$ cat src/trap_pkg.sv
/*
  constants, types and register map of the core trap unit.
  assumes one clock (mclk, 25 MHz) and a synchronous active-low reset.
*/
// Behaviour
// - eight trap classes, identifier names the cause
// - system call identifier is instruction immediate
// - no class zero without translation unit
// - synchronous trap precise, taken at once
// - asynchronous traps use trap table, unmaskable
// - synchronous return is faulting instruction pc
// - asynchronous return is next instruction pc
// - trap leaves cpu priority number alone
// - entry is class shifted five, or base
// - identifier written to data register fifteen
// - all permissions, protection set zero
// - entry selects interrupt stack pointer
// - clear call depth, limit set 64
// - interrupts off until handler enables
// - page miss raises class zero, id 0
// - page permission fail raises class zero, id 1
// - privileged instruction misuse raises class one, id 1
// - read outside read ranges, id 2
// - write outside write ranges, id 3
// - pc outside execute ranges, id 4
// - lowest user mode segment 14/15, id 5
// - address zero load/store, id 6
// - protected global register write, id 7
package trap_pkg;

  // ==========================================
  // widths and build options
  localparam int             NUM_RANGES = 4;       // protection ranges
  localparam int             VEC_SHIFT  = 5;       // eight words per entry
  localparam logic           HAS_MMU    = 1'h1;    // translation unit fitted

  // ==========================================
  // trap classes and identifiers
  localparam logic [2:0]     CLASS_MMU      = 3'h0;
  localparam logic [2:0]     CLASS_PROT     = 3'h1;
  localparam logic [2:0]     CLASS_SYSTEM_CALL_INSTRUCTION  = 3'h6;
  localparam logic [7:0]     TIN_PAGE_FILL  = 8'h00;
  localparam logic [7:0]     TIN_PAGE_PROT  = 8'h01;
  localparam logic [7:0]     TIN_PRIVILEGE_VIOLATION_TRAP       = 8'h01;
  localparam logic [7:0]     TIN_RANGE_RD   = 8'h02;
  localparam logic [7:0]     TIN_RANGE_WR   = 8'h03;
  localparam logic [7:0]     TIN_RANGE_EX   = 8'h04;
  localparam logic [7:0]     TIN_PERIPH     = 8'h05;
  localparam logic [7:0]     TIN_NULL       = 8'h06;
  localparam logic [7:0]     TIN_GLOBAL_WR  = 8'h07;

  // ==========================================
  // address and register-number decoding
  localparam int             SEG_LSB        = 28;
  localparam logic [3:0]     SEG_PERIPH_A   = 4'hE;
  localparam logic [3:0]     SEG_PERIPH_B   = 4'hF;
  localparam logic [3:0]     GREG_A         = 4'h0;
  localparam logic [3:0]     GREG_B         = 4'h1;
  localparam logic [3:0]     GREG_C         = 4'h8;
  localparam logic [3:0]     GREG_D         = 4'h9;

  // ==========================================
  // forced state on entry
  localparam logic [1:0]     PRS_INTERRUPT_MAP = 2'h0;
  localparam logic [6:0]     CDC_ENTRY_64      = 7'h00; // counter zero, 64 limit

  // ==========================================
  // register map (byte addresses)
  localparam logic [7:0]     REG_CTRL       = 8'h00;
  localparam logic [7:0]     REG_TRAP_BASE  = 8'h04;
  localparam logic [7:0]     REG_PERM       = 8'h08;
  localparam logic [7:0]     REG_STATUS     = 8'h0C;
  localparam logic [7:0]     REG_RET_PC     = 8'h10;
  localparam logic [7:0]     REG_COUNT      = 8'h14;
  localparam logic [7:0]     REG_RANGE_BASE = 8'h20;
  localparam logic [7:0]     REG_RANGE_END  = 8'h40;
  localparam int             RANGE_IDX_LSB  = 3;   // 8 bytes per range
  localparam int             RANGE_HI_BIT   = 2;   // upper bound at +4
  localparam int             CTRL_MPU_BIT   = 0;
  localparam int             CTRL_MMU_BIT   = 1;
  localparam int             PERM_RD_LSB    = 0;
  localparam int             PERM_WR_LSB    = 4;
  localparam int             PERM_EX_LSB    = 8;
  localparam int             STAT_TIN_LSB   = 8;
  localparam int             STAT_SYNC_BIT  = 16;
  localparam int             STAT_IE_BIT    = 17;
  localparam logic [31:0]    CTRL_RST       = 32'h0000_0000;
  localparam logic [31:0]    BASE_RST       = 32'h0000_0000;
  localparam logic [31:0]    PERM_RST       = 32'h0000_0000;

  // ==========================================
  // types
  typedef enum logic [1:0] {mode_user0, mode_user1, mode_supervisor} mode_t;

  typedef struct packed {
    logic        read;
    logic        write;
    logic [7:0]  address;
    logic [31:0] writedata;
    logic [3:0]  byteenable;
  } av_req_t;

  typedef struct packed {
    logic        valid;       // instruction completes this cycle
    logic [31:0] pc;          // its pc, or fetch pc when idle
    logic [31:0] next_pc;     // pc that follows it
    logic [31:0] ea;          // effective data address
    logic        is_load;
    logic        is_store;
    logic        is_load_modify_store_instruction;
    logic        is_swap;
    logic        is_system_call_instruction;
    logic [7:0]  system_call_instruction_imm;
    logic        is_core_wr;
    logic        is_ctx_save;
    logic        is_en_dis;
    logic        is_tlb_op;
    logic        wr_global;
    logic [3:0]  global_idx;
  } instr_t;

  typedef struct packed {
    logic        valid;
    logic [2:0]  cls;
    logic [7:0]  trap_identifier_number;
  } async_t;

  typedef struct packed {
    logic        valid;
    logic        is_sync;
    logic [2:0]  cls;
    logic [7:0]  trap_identifier_number;
    logic [31:0] vector;
    logic [31:0] ret_pc;
    logic        perm_all;
    logic [1:0]  prs;
    logic        stack_is;
    logic [6:0]  cdc;
  } entry_t;

endpackage

$ cat src/range_match.sv
/*
  one protection range compare: lower <= addr < upper.
  assumes the bounds come from registers on the same clock.
*/
`timescale 1ns/1ns
module range_match (
  // range bounds
  input  wire logic [31:0] lower,
  input  wire logic [31:0] upper,
  // probe
  input  wire logic [31:0] addr,
  input  wire logic        enable,
  // result
  output logic             hit
);

  // ==========================================
  // compare
  // an empty range (upper <= lower) never hits
  assign hit = enable & (addr >= lower) & (addr < upper);

endmodule

$ cat src/cpu_trap_unit.sv
/*
  trap unit: detects protection and translation traps, picks one,
  forms the handler entry and the forced processor state.
  assumes the pipeline holds an instruction until it is flushed or
  completes, and drives pc/next_pc every cycle.
*/
// Register access over Avalon-MM and the register addresses were left to the implementer.
`timescale 1ns/1ns
module cpu_trap_unit (
  // clock and reset
  input  wire logic                mclk,
  input  wire logic                rst_b,
  // register bus
  input  wire trap_pkg::av_req_t   av,
  output logic [31:0]              av_readdata,
  output logic                     av_waitrequest,
  // pipeline
  input  wire trap_pkg::instr_t    instr,
  input  wire trap_pkg::mode_t     mode,
  input  wire logic                global_wr_perm,
  input  wire logic                ie_set,
  input  wire logic                ie_clr,
  output logic                     sync_flush,
  // asynchronous sources
  input  wire trap_pkg::async_t    async_req,
  output logic                     async_ack,
  // translation checks
  input  wire logic                tlb_miss,
  input  wire logic                page_perm_fail,
  // fetch and state update
  output trap_pkg::entry_t         entry,
  output logic                     d15_we,
  output logic [31:0]              d15_data,
  output logic                     int_enable
);

  // ==========================================
  // decode helpers
  // peripheral segments 14 and 15
  function automatic logic is_periph_seg(input logic [31:0] a);
    logic [3:0] s;
    s = a[trap_pkg::SEG_LSB +: 4];
    return (s == trap_pkg::SEG_PERIPH_A) || (s == trap_pkg::SEG_PERIPH_B);
  endfunction

  // write-protected global address registers
  function automatic logic is_prot_greg(input logic [3:0] i);
    return (i == trap_pkg::GREG_A) || (i == trap_pkg::GREG_B) ||
           (i == trap_pkg::GREG_C) || (i == trap_pkg::GREG_D);
  endfunction

  // address lies in the range-bound window
  function automatic logic is_range_addr(input logic [7:0] a);
    return (a >= trap_pkg::REG_RANGE_BASE) && (a < trap_pkg::REG_RANGE_END);
  endfunction

  // byte-lane merge for partial writes
  function automatic logic [31:0] be_merge(input logic [31:0] old_v,
                                           input logic [31:0] new_v,
                                           input logic [3:0]  be);
    logic [31:0] r;
    r = old_v;
    for (int b = 0; b < 4; b++) begin
      if (be[b]) begin
        r[b*8 +: 8] = new_v[b*8 +: 8];
      end
    end
    return r;
  endfunction

  // ==========================================
  // software registers
  logic [31:0] ctrl;                                 // protection enables
  logic [31:0] trap_table_base;                      // vector table base
  logic [31:0] perm;                                 // per-range permissions
  logic [31:0] rng_lo [trap_pkg::NUM_RANGES];        // range lower bounds
  logic [31:0] rng_hi [trap_pkg::NUM_RANGES];        // range upper bounds
  logic [31:0] trap_count;                           // traps taken
  logic        rd_done;                              // read answer cycle
  logic        wr_hit;                               // write accepted
  logic [31:0] next_readdata;                        // read mux

  assign wr_hit = av.write;  // writes never wait

  // control, base and permissions
  always_ff @(posedge mclk) begin
    if (!rst_b) begin
      ctrl            <= trap_pkg::CTRL_RST;
      trap_table_base <= trap_pkg::BASE_RST;
      perm            <= trap_pkg::PERM_RST;
    end else if (wr_hit) begin
      case (av.address)
        trap_pkg::REG_CTRL: begin
          ctrl <= be_merge(ctrl, av.writedata, av.byteenable);
        end
        trap_pkg::REG_TRAP_BASE: begin
          trap_table_base <= be_merge(trap_table_base, av.writedata, av.byteenable);
        end
        trap_pkg::REG_PERM: begin
          perm <= be_merge(perm, av.writedata, av.byteenable);
        end
        default: begin
          // read-only or unmapped: ignored
        end
      endcase
    end
  end

  // range bounds
  always_ff @(posedge mclk) begin
    if (!rst_b) begin
      for (int r = 0; r < trap_pkg::NUM_RANGES; r++) begin
        rng_lo[r] <= 32'h0000_0000;
        rng_hi[r] <= 32'h0000_0000;
      end
    end else if (wr_hit && is_range_addr(av.address)) begin
      if (av.address[trap_pkg::RANGE_HI_BIT]) begin
        rng_hi[av.address[trap_pkg::RANGE_IDX_LSB +: 2]] <=
          be_merge(rng_hi[av.address[trap_pkg::RANGE_IDX_LSB +: 2]], av.writedata, av.byteenable);
      end else begin
        rng_lo[av.address[trap_pkg::RANGE_IDX_LSB +: 2]] <=
          be_merge(rng_lo[av.address[trap_pkg::RANGE_IDX_LSB +: 2]], av.writedata, av.byteenable);
      end
    end
  end

  // read mux: unmapped reads return zero
  always_comb begin
    next_readdata = 32'h0000_0000;
    case (av.address)
      trap_pkg::REG_CTRL:      next_readdata = ctrl;
      trap_pkg::REG_TRAP_BASE: next_readdata = trap_table_base;
      trap_pkg::REG_PERM:      next_readdata = perm;
      trap_pkg::REG_STATUS: begin
        next_readdata[2:0]                         = entry.cls;
        next_readdata[trap_pkg::STAT_TIN_LSB +: 8] = entry.trap_identifier_number;
        next_readdata[trap_pkg::STAT_SYNC_BIT]     = entry.is_sync;
        next_readdata[trap_pkg::STAT_IE_BIT]       = int_enable;
      end
      trap_pkg::REG_RET_PC:    next_readdata = entry.ret_pc;
      trap_pkg::REG_COUNT:     next_readdata = trap_count;
      default: begin
        if (is_range_addr(av.address)) begin
          next_readdata = av.address[trap_pkg::RANGE_HI_BIT] ?
                          rng_hi[av.address[trap_pkg::RANGE_IDX_LSB +: 2]] :
                          rng_lo[av.address[trap_pkg::RANGE_IDX_LSB +: 2]];
        end
      end
    endcase
  end

  // one wait state per read; data then stands for the release edge
  always_ff @(posedge mclk) begin
    if (!rst_b) begin
      rd_done     <= 1'h0;
      av_readdata <= 32'h0000_0000;
    end else if (av.read && !rd_done) begin
      rd_done     <= 1'h1;
      av_readdata <= next_readdata;
    end else begin
      rd_done     <= 1'h0;
    end
  end

  assign av_waitrequest = av.read & ~rd_done;

  // ==========================================
  // range checks
  logic [trap_pkg::NUM_RANGES-1:0] dhit;  // data address in range
  logic [trap_pkg::NUM_RANGES-1:0] xhit;  // pc in range

  for (genvar r = 0; r < trap_pkg::NUM_RANGES; r++) begin : g_rng
    range_match u_data (
      .lower  (rng_lo[r]),
      .upper  (rng_hi[r]),
      .addr   (instr.ea),
      .enable (1'h1),
      .hit    (dhit[r])
    );
    range_match u_exec (
      .lower  (rng_lo[r]),
      .upper  (rng_hi[r]),
      .addr   (instr.pc),
      .enable (1'h1),
      .hit    (xhit[r])
    );
  end

  // ==========================================
  // trap conditions
  logic mpu_on;      // range protection enabled
  logic mmu_on;      // translation enabled and fitted
  logic user_any;    // either user mode
  logic user0;       // lowest user mode
  logic mem_op;      // any load or store
  logic rd_op;       // access that reads
  logic wr_op;       // access that writes
  logic c_ex;
  logic c_privilege_violation_trap;
  logic c_fill;
  logic c_pgprot;
  logic c_null;
  logic c_periph;
  logic c_rd;
  logic c_wr;
  logic c_global_register_write_trap;

  assign mpu_on   = ctrl[trap_pkg::CTRL_MPU_BIT];
  // without a translation unit class zero can never fire
  assign mmu_on   = trap_pkg::HAS_MMU & ctrl[trap_pkg::CTRL_MMU_BIT];
  assign user_any = (mode == trap_pkg::mode_user0) | (mode == trap_pkg::mode_user1);
  assign user0    = (mode == trap_pkg::mode_user0);
  assign rd_op    = instr.is_load | instr.is_load_modify_store_instruction | instr.is_swap;
  assign wr_op    = instr.is_store | instr.is_load_modify_store_instruction | instr.is_swap;
  assign mem_op   = rd_op | wr_op;

  assign c_ex     = mpu_on & ~|(xhit & perm[trap_pkg::PERM_EX_LSB +: trap_pkg::NUM_RANGES]);
  assign c_privilege_violation_trap   = (user_any & (instr.is_core_wr | instr.is_ctx_save))
                  | (user0 & instr.is_en_dis)
                  | (user_any & instr.is_tlb_op);
  assign c_fill   = mmu_on & mem_op & tlb_miss;
  assign c_pgprot = mmu_on & mem_op & ~tlb_miss & page_perm_fail;
  assign c_null   = mem_op & (instr.ea == 32'h0000_0000);
  assign c_periph = user0 & mem_op & is_periph_seg(instr.ea);
  assign c_rd     = mpu_on & rd_op & ~|(dhit & perm[trap_pkg::PERM_RD_LSB +: trap_pkg::NUM_RANGES]);
  assign c_wr     = mpu_on & wr_op & ~|(dhit & perm[trap_pkg::PERM_WR_LSB +: trap_pkg::NUM_RANGES]);
  assign c_global_register_write_trap   = instr.wr_global & ~global_wr_perm & is_prot_greg(instr.global_idx);

  // ==========================================
  // fixed priority: fetch first, then decode, translation, data
  logic       sel_hit;
  logic [2:0] sel_cls;
  logic [7:0] sel_tin;

  always_comb begin
    sel_hit = 1'h1;
    sel_cls = trap_pkg::CLASS_PROT;
    sel_tin = trap_pkg::TIN_RANGE_EX;
    if (c_ex) begin
      sel_tin = trap_pkg::TIN_RANGE_EX;
    end else if (c_privilege_violation_trap) begin
      sel_tin = trap_pkg::TIN_PRIVILEGE_VIOLATION_TRAP;
    end else if (c_fill) begin
      sel_cls = trap_pkg::CLASS_MMU;
      sel_tin = trap_pkg::TIN_PAGE_FILL;
    end else if (c_pgprot) begin
      sel_cls = trap_pkg::CLASS_MMU;
      sel_tin = trap_pkg::TIN_PAGE_PROT;
    end else if (c_null) begin
      sel_tin = trap_pkg::TIN_NULL;
    end else if (c_periph) begin
      sel_tin = trap_pkg::TIN_PERIPH;
    end else if (c_rd) begin
      sel_tin = trap_pkg::TIN_RANGE_RD;
    end else if (c_wr) begin
      sel_tin = trap_pkg::TIN_RANGE_WR;
    end else if (c_global_register_write_trap) begin
      sel_tin = trap_pkg::TIN_GLOBAL_WR;
    end else if (instr.is_system_call_instruction) begin
      // identifier straight from the 8-bit immediate, 0..255
      sel_cls = trap_pkg::CLASS_SYSTEM_CALL_INSTRUCTION;
      sel_tin = instr.system_call_instruction_imm;
    end else begin
      sel_hit = 1'h0;
    end
  end

  // ==========================================
  // take decision
  // sync wins the cycle; an async request waits until a cycle with no sync take
  logic        sync_take;
  logic        async_take;
  logic [31:0] async_ret;     // next pc to run had the trap not come

  assign sync_take  = instr.valid & sel_hit;
  // no enable or priority input gates this path
  assign async_take = async_req.valid & ~sync_take;
  assign async_ret  = instr.valid ? instr.next_pc : instr.pc;
  assign sync_flush = sync_take;   // kills the instruction before it retires
  assign async_ack  = async_take;

  // ==========================================
  // entry record, one-cycle valid
  always_ff @(posedge mclk) begin
    if (!rst_b) begin
      entry <= '0;
    end else begin
      entry.valid <= sync_take | async_take;
      if (sync_take | async_take) begin
        // priority number is owned elsewhere and never written here
        entry.is_sync  <= sync_take;
        entry.cls      <= sync_take ? sel_cls : async_req.cls;
        entry.trap_identifier_number      <= sync_take ? sel_tin : async_req.trap_identifier_number;
        entry.vector   <= trap_table_base |
                          (32'(sync_take ? sel_cls : async_req.cls) << trap_pkg::VEC_SHIFT);
        entry.ret_pc   <= sync_take ? instr.pc : async_ret;
        entry.perm_all <= 1'h1;
        entry.prs      <= trap_pkg::PRS_INTERRUPT_MAP;
        entry.stack_is <= 1'h1;
        entry.cdc      <= trap_pkg::CDC_ENTRY_64;
      end
    end
  end

  // implicit data register load, same cycle as the redirect
  always_ff @(posedge mclk) begin
    if (!rst_b) begin
      d15_we   <= 1'h0;
      d15_data <= 32'h0000_0000;
    end else begin
      d15_we <= sync_take | async_take;
      if (sync_take | async_take) begin
        d15_data <= 32'(sync_take ? sel_tin : async_req.trap_identifier_number);
      end
    end
  end

  // interrupt enable: a trap clears it and beats a same-cycle enable
  always_ff @(posedge mclk) begin
    if (!rst_b) begin
      int_enable <= 1'h0;
    end else if (sync_take | async_take) begin
      int_enable <= 1'h0;
    end else if (ie_set) begin
      int_enable <= 1'h1;
    end else if (ie_clr) begin
      int_enable <= 1'h0;
    end
  end

  // trap counter, wraps
  always_ff @(posedge mclk) begin
    if (!rst_b) begin
      trap_count <= 32'h0000_0000;
    end else if (sync_take | async_take) begin
      trap_count <= trap_count + 32'h0000_0001;
    end
  end
endmodule

$ cat config.mk
export PLATFORM = sky130hd
export DESIGN_NAME = cpu_trap_unit
export DESIGN_NICKNAME = d
export VERILOG_FILES = /design/src/trap_pkg.sv /design/src/range_match.sv /design/src/cpu_trap_unit.sv
export SDC_FILE = /design/constraint.sdc
export NUM_CORES = 2
export LEC_CHECK = 0
export ABC_AREA = 1
export BUFFER_PORTS_ARGS = -buffer_cell sky130_fd_sc_hd__buf_2
export CAP_MARGIN = 25
export CORE_MARGIN = 1.5
export CORE_UTILIZATION = 45
export DETAILED_ROUTE_END_ITERATION = 10
export PLACE_DENSITY_LB_ADDON = 0.25
export SYNTH_ARGS = -nofsm -noshare
export SYNTH_HDL_FRONTEND = slang
export SYNTH_HIERARCHICAL = 1
export SYNTH_SLANG_ARGS = --single-unit
$ cat constraint.sdc
create_clock -name mclk -period 4.22 [get_ports mclk]
set_input_delay 0.211 -clock mclk [delete_from_list [all_inputs] [get_ports mclk]]
set_output_delay 0.211 -clock mclk [all_outputs]
set_load 0.01 [all_outputs]
-- Yosys cells after proc, flatten, opt, wreduce, memory -nomap -nowiden
Memory sizes are Yosys's and may differ from the RTL's.
Index checks and enable logic that the tools add are counted.
- add/sub/neg operators: 1
- order comparisons: 18
- equality and inequality tests: 11
- multiplexer cells: 92
- bitwise operators: 47
- reduce and logical (&&, ||, !) cells: 34
- operators with widths (kind ; count):
    8-bit two-way mux ; 44
    32-bit greater-or-equal comparator ; 8
    32-bit less-than comparator ; 8
    32-bit two-way mux ; 6
    14-bit one-hot mux with 6 select lines ; 1
    32-bit OR reduction ; 2
    10-bit one-hot mux with 6 select lines ; 1
    3-bit two-way mux ; 12
    3-bit AND reduction ; 12
    32-bit by 1-bit adder with 32-bit output (second input constant) ; 1
    32-bit logical NOT ; 1
    32-bit by 8-bit bitwise OR with 32-bit output ; 1
    5-bit one-hot mux with 6 select lines ; 1
    1-bit bitwise AND ; 28
    1-bit two-way mux ; 24
    3-bit one-hot mux with 6 select lines ; 1
    4-bit == test (second input constant) ; 4
    8-bit by 4-bit == test with 1-bit output (second input constant) ; 2
    8-bit by 5-bit == test with 1-bit output (second input constant) ; 2
    4-bit bitwise AND ; 3
    4-bit OR reduction ; 3
    1-bit bitwise OR ; 10
    8-bit by 3-bit == test with 1-bit output (second input constant) ; 1
    8-bit by 6-bit greater-or-equal comparator with 1-bit output (second input constant) ; 1
    13 further kinds ; 26
- flip-flop bits (word level): 272
- memory bits (writable): 256
- bits of input ports: 186
- output and inout bits: 157
- word-level logic and storage cells: 229
- memories: 2
- memories (name ; depth ; bits a word ; read ports ; clocked after memory_dff ; write ports ; line ; source):
    rng_hi ; 4 ; 32 ; 5 ; 0 ; 4 ; cpu_trap_unit.sv:77 ; logic [31:0] rng_hi [trap_pkg::NUM_RANGES];
    rng_lo ; 4 ; 32 ; 5 ; 0 ; 4 ; cpu_trap_unit.sv:76 ; logic [31:0] rng_lo [trap_pkg::NUM_RANGES];

-- Depth between registers and ports, before layout
An unclocked memory read counts as a cell.
- depth in word-level cells: 20
- mapped depth: 28
- gate-level depth less buffers: 28

-- Hierarchy
The synthesis kept the hierarchy.
- by module, submodules not included (module ; times used ; cells each ; area each (sq um)):
    cpu_trap_unit ; 1 ; 2843 ; 23201.0
    range_match ; 8 ; 267 ; 1657.8

-- Worst setup path after synthesis
No wires, ideal clock.
- path kind: input -> register
- start point: input port av[39] (netlist bit)
- end point: memory rng_hi[2][0] (enable)
- data arrival time: 3.240 ns
- data required time: 3.754 ns
- setup slack: 0.514 ns
- stages on the path: 6
- path buffers: 3
- cells stage by stage: inv_1 > buf_2 > nand2_1 > buf_2 > buf_2 > o21ai_0
- RTL lines (what ; line ; source):
    start, declared ; cpu_trap_unit.sv:14 ; input wire trap_pkg::av_req_t av,
    end, declared ; cpu_trap_unit.sv:77 ;

==> reports/qor.csv <==
stage,metric,value,unit
timing,period_share,95.8,%
clock_tree,cts.sinks,496,
power,sw_frac_of_total,30.2,%
timing,tns,0,ps
critical_path,critPathLaunch,rng_lo[1][14],
timing,worst_pin_slew,1040,ps
floorplan,io_pins,343,
power,p_leak,19.8,nW
timing,finalSetupViolCount,0,
power,power_density,306,mW/mm²
global_route,grt_pass1_vias,32973,
routing,wl_per_cell,20.9,µm
critical_path,critPathCaptureType,flip-flop,
status,outcome,"complete, no violations",
placement,placed_cells,6252,
logic_synthesis,async_reset_ff_share,0,%
clock_tree,clk_latency,660,ps
logic_synthesis,synth-edff-count,256,
critical_path,worstPathMaxFanout,16,
logic_synthesis,synthDistinctLibCells,48,
floorplan,die_w,288,µm
global_route,antenna_found_initial,1,
logic_synthesis,ys_seq_elements,496,
power,clockPowerShare,39.9,%
timing,fin_crit,4040,ps
worst_hold_path,hp-start,instr[118],
logic_synthesis,synth_area,0.0365,mm²
routing,drtIter0Drc,3401,
global_route,grtUsageTotal,31.8,%
timing,finalClockSkew,37.6,ps
power,irDropWorstVdd,0.000320,V
floorplan,die_h,288,µm
routing,wirelength,134,mm
global_route,grt.met1_usage,41.8,%
routing,routed-via-count,34808,
global_route,grt_pass1_wl,198,mm
global_route,grt_max_degree,72,
routing,first_pass_iters,6,
logic_synthesis,synth.largest_area_cell,edfxtp_1,
global_route,grt-busiest-layer,met2,
critical_path,required,4820,ps
routing,via_per_inst,5.42,
power,share_comb_of_total_power,18.2,%
timing,rsz0062_at_grt,false,
timing,timing.fmax,247,MHz
clock_tree,cts_tree,built,
layout,diodes,0,
floorplan,dieArea,0.0827,mm²
layout,area_delta_synth_final,14.6,%
logic_synthesis,avgSynthCellArea,7.32,µm²
timing,slew_headroom,30.4,%
power,pwr-share-seq,42.0,%
power,internal_power,0.00891,W
clock_tree,cts_root_buffer,clkbuf_16,
clock_tree,cts_buffers,57,
clock_tree,cts.clk_slew.worst_paths,60,ps
logic_synthesis,synth.top_cell.area_share,21.1,%
run,maxCapViolCount,0,
global_route,grt_overflow_total,0,
layout,most-common-layout-cells,"1083 x nand2_1, 851 x inv_1, 512 x nor2_1",
critical_path,crit_arrival,4650,ps
logic_synthesis,yosysSeqAreaShare,34.3,%
worst_hold_path,holdCritPathClass,in2reg,
timing,hold_violations,0,
floorplan,core-area,0.0804,mm²
power,switchingPower,0.00386,W
logic_synthesis,synthTopCellsByArea,"edfxtp_1 21%, ha_1 17%, dfxtp_1 13%",
layout,layout_commonest_cell,nand2_1,
layout,finalNonFillerCells,6427,
placement,dp_hpwl,103,mm
critical_path,critPathKind,reg2reg,
logic_synthesis,synthCells,4979,
floorplan,initial_core_util,45.3,%
timing,drv_slew,0,
critical_path,rr_startpoint,rng_lo[1][14],
floorplan,rows,104,
logic_synthesis,ys.warnings.count,6,
global_route,grtUsageMet2,52.1,%
clock_tree,clockBufferDepth,3,
routing,ant_nets,0,
layout,drive_above_1_share,11.3,%
logic_synthesis,synth_flop_cell,edfxtp_1,
layout,nets,6012,
clock_tree,htree_levels,2,
placement,numPortBuffers,307,
critical_path,start_kind,flip-flop,
placement,gp_congestion,1.01,
global_route,use_met3,4.03,%
routing,drc,0,
[cell families after synthesis]
family / synth area share [%]
AO/OA/AOI/OAI: 12.8
XOR/XNOR: 0.336
adder cells (fa/ha/maj): 17.3
buffers and inverters: 12.2
flip-flops: 34.3
other: 0.0206
AND/OR/NAND/NOR: 23.1
[flip-flops by register name, summed over array words and instances, names as in the netlist]
signal,flops
av_readdata,32
ctrl,32
d15_data,8
d15_we,1
entry,69
int_enable,1
perm,32
rd_done,1
rng_hi,128
rng_lo,128
trap_count,32
trap_table_base,32
[final timing paths]
kind,cells past startpoint,slack [ps],end
hold / removal,3,20,entry[86]
hold reg to reg,2,460,entry[70]
setup reg to reg,23,180,d15_data[5]
setup / recovery,23,180,d15_data[5]
[per-stage QoR]
step                      utilization [%]  setup slack, ps  cell area [µm²]  hold WS [ps]  total power [W]
final                                52.0              178            41800          22.1           0.0128
after global routing                 52.0             13.1            41800          26.7           0.0133
after CTS                            51.8             47.1            41700          2.77           0.0127
after detailed placement             48.6              264            39100           445          0.00767
after global placement               48.6              302            39100           435          0.00761
after floorplan                         -              514            36600           343          0.00677
[power groups by stage]
stage                     Combinational (W)  Sequential [W]  Clock [W]
after floorplan                     0.00134         0.00544          0
after global placement              0.00215         0.00546          0
after detailed placement            0.00221         0.00546          0
after CTS                           0.00228         0.00536    0.00511
after global routing                0.00259         0.00537    0.00529
final                               0.00232         0.00536    0.00509
[routing by layer]
metal / part of all wire (%) / routed length [µm]
met1: 41 / 55400
met5: 0 / 0
met4: 5.1 / 6780
met3: 8.0 / 10800
met2: 46 / 61100
[area by class of cell]
| class | instances | area [µm²] |
|---|---|---|
| clock buffer | 82 | 1620 |
| multi-input combinational | 3415 | 19800 |
| timing repair buffer | 444 | 2840 |
| inverter | 907 | 3400 |
| fill | 7851 | 38600 |
| clock inverter | 23 | 265 |
| tap | 1060 | 1330 |
| sequential | 496 | 12500 |
[Yosys cell counts (all sizes together) (2+ instances only)]
library cell	count
a211oi	26
a21boi	2
a21oi	348
a31oi	30
a41oi	7
and2	8
and3	23
buf	129
clkbuf	71
clkinv	2
conb	2
dfxtp	240
edfxtp	256
ha	505
inv	905
nand2	1106
nand3	225
nand4	36
nor2	553
nor3	61
nor4	19
o2111ai	2
o211ai	10
o21a	16
o21ai	286
o21bai	8
o221ai	61
o22ai	26
xor2	14
[worst max-delay path: stages (launching register included)]
cell	delay (ps)
edfxtp_1	410
inv_1	60
ha_1	270
nand2_1	110
nor4_2	500
nand2_1	100
nand2_1	150
a21oi_1	100
nor2_2	190
nand2_1	70
nand3_1	70
nor2_1	40
buf_4	160
nor2_2	160
nand2_2	110
nor2_4	180
nand2_2	110
nand2_8	170
buf_8	180
nand2_1	80
nand2_1	80
dlygate4sd3_1	550
nand2_1	50
nand2_1	50
[what timing repair did]
item / in CTS / in global routing
endpoints found under the hold margin: 131 / 0
buffers inserted: 0 / 0
gates resized for setup: 0 / 26
hold buffers: 69 / 0
setup endpoints to repair: 0 / 60
No activity file was read; power rests on OpenSTA's default activity.
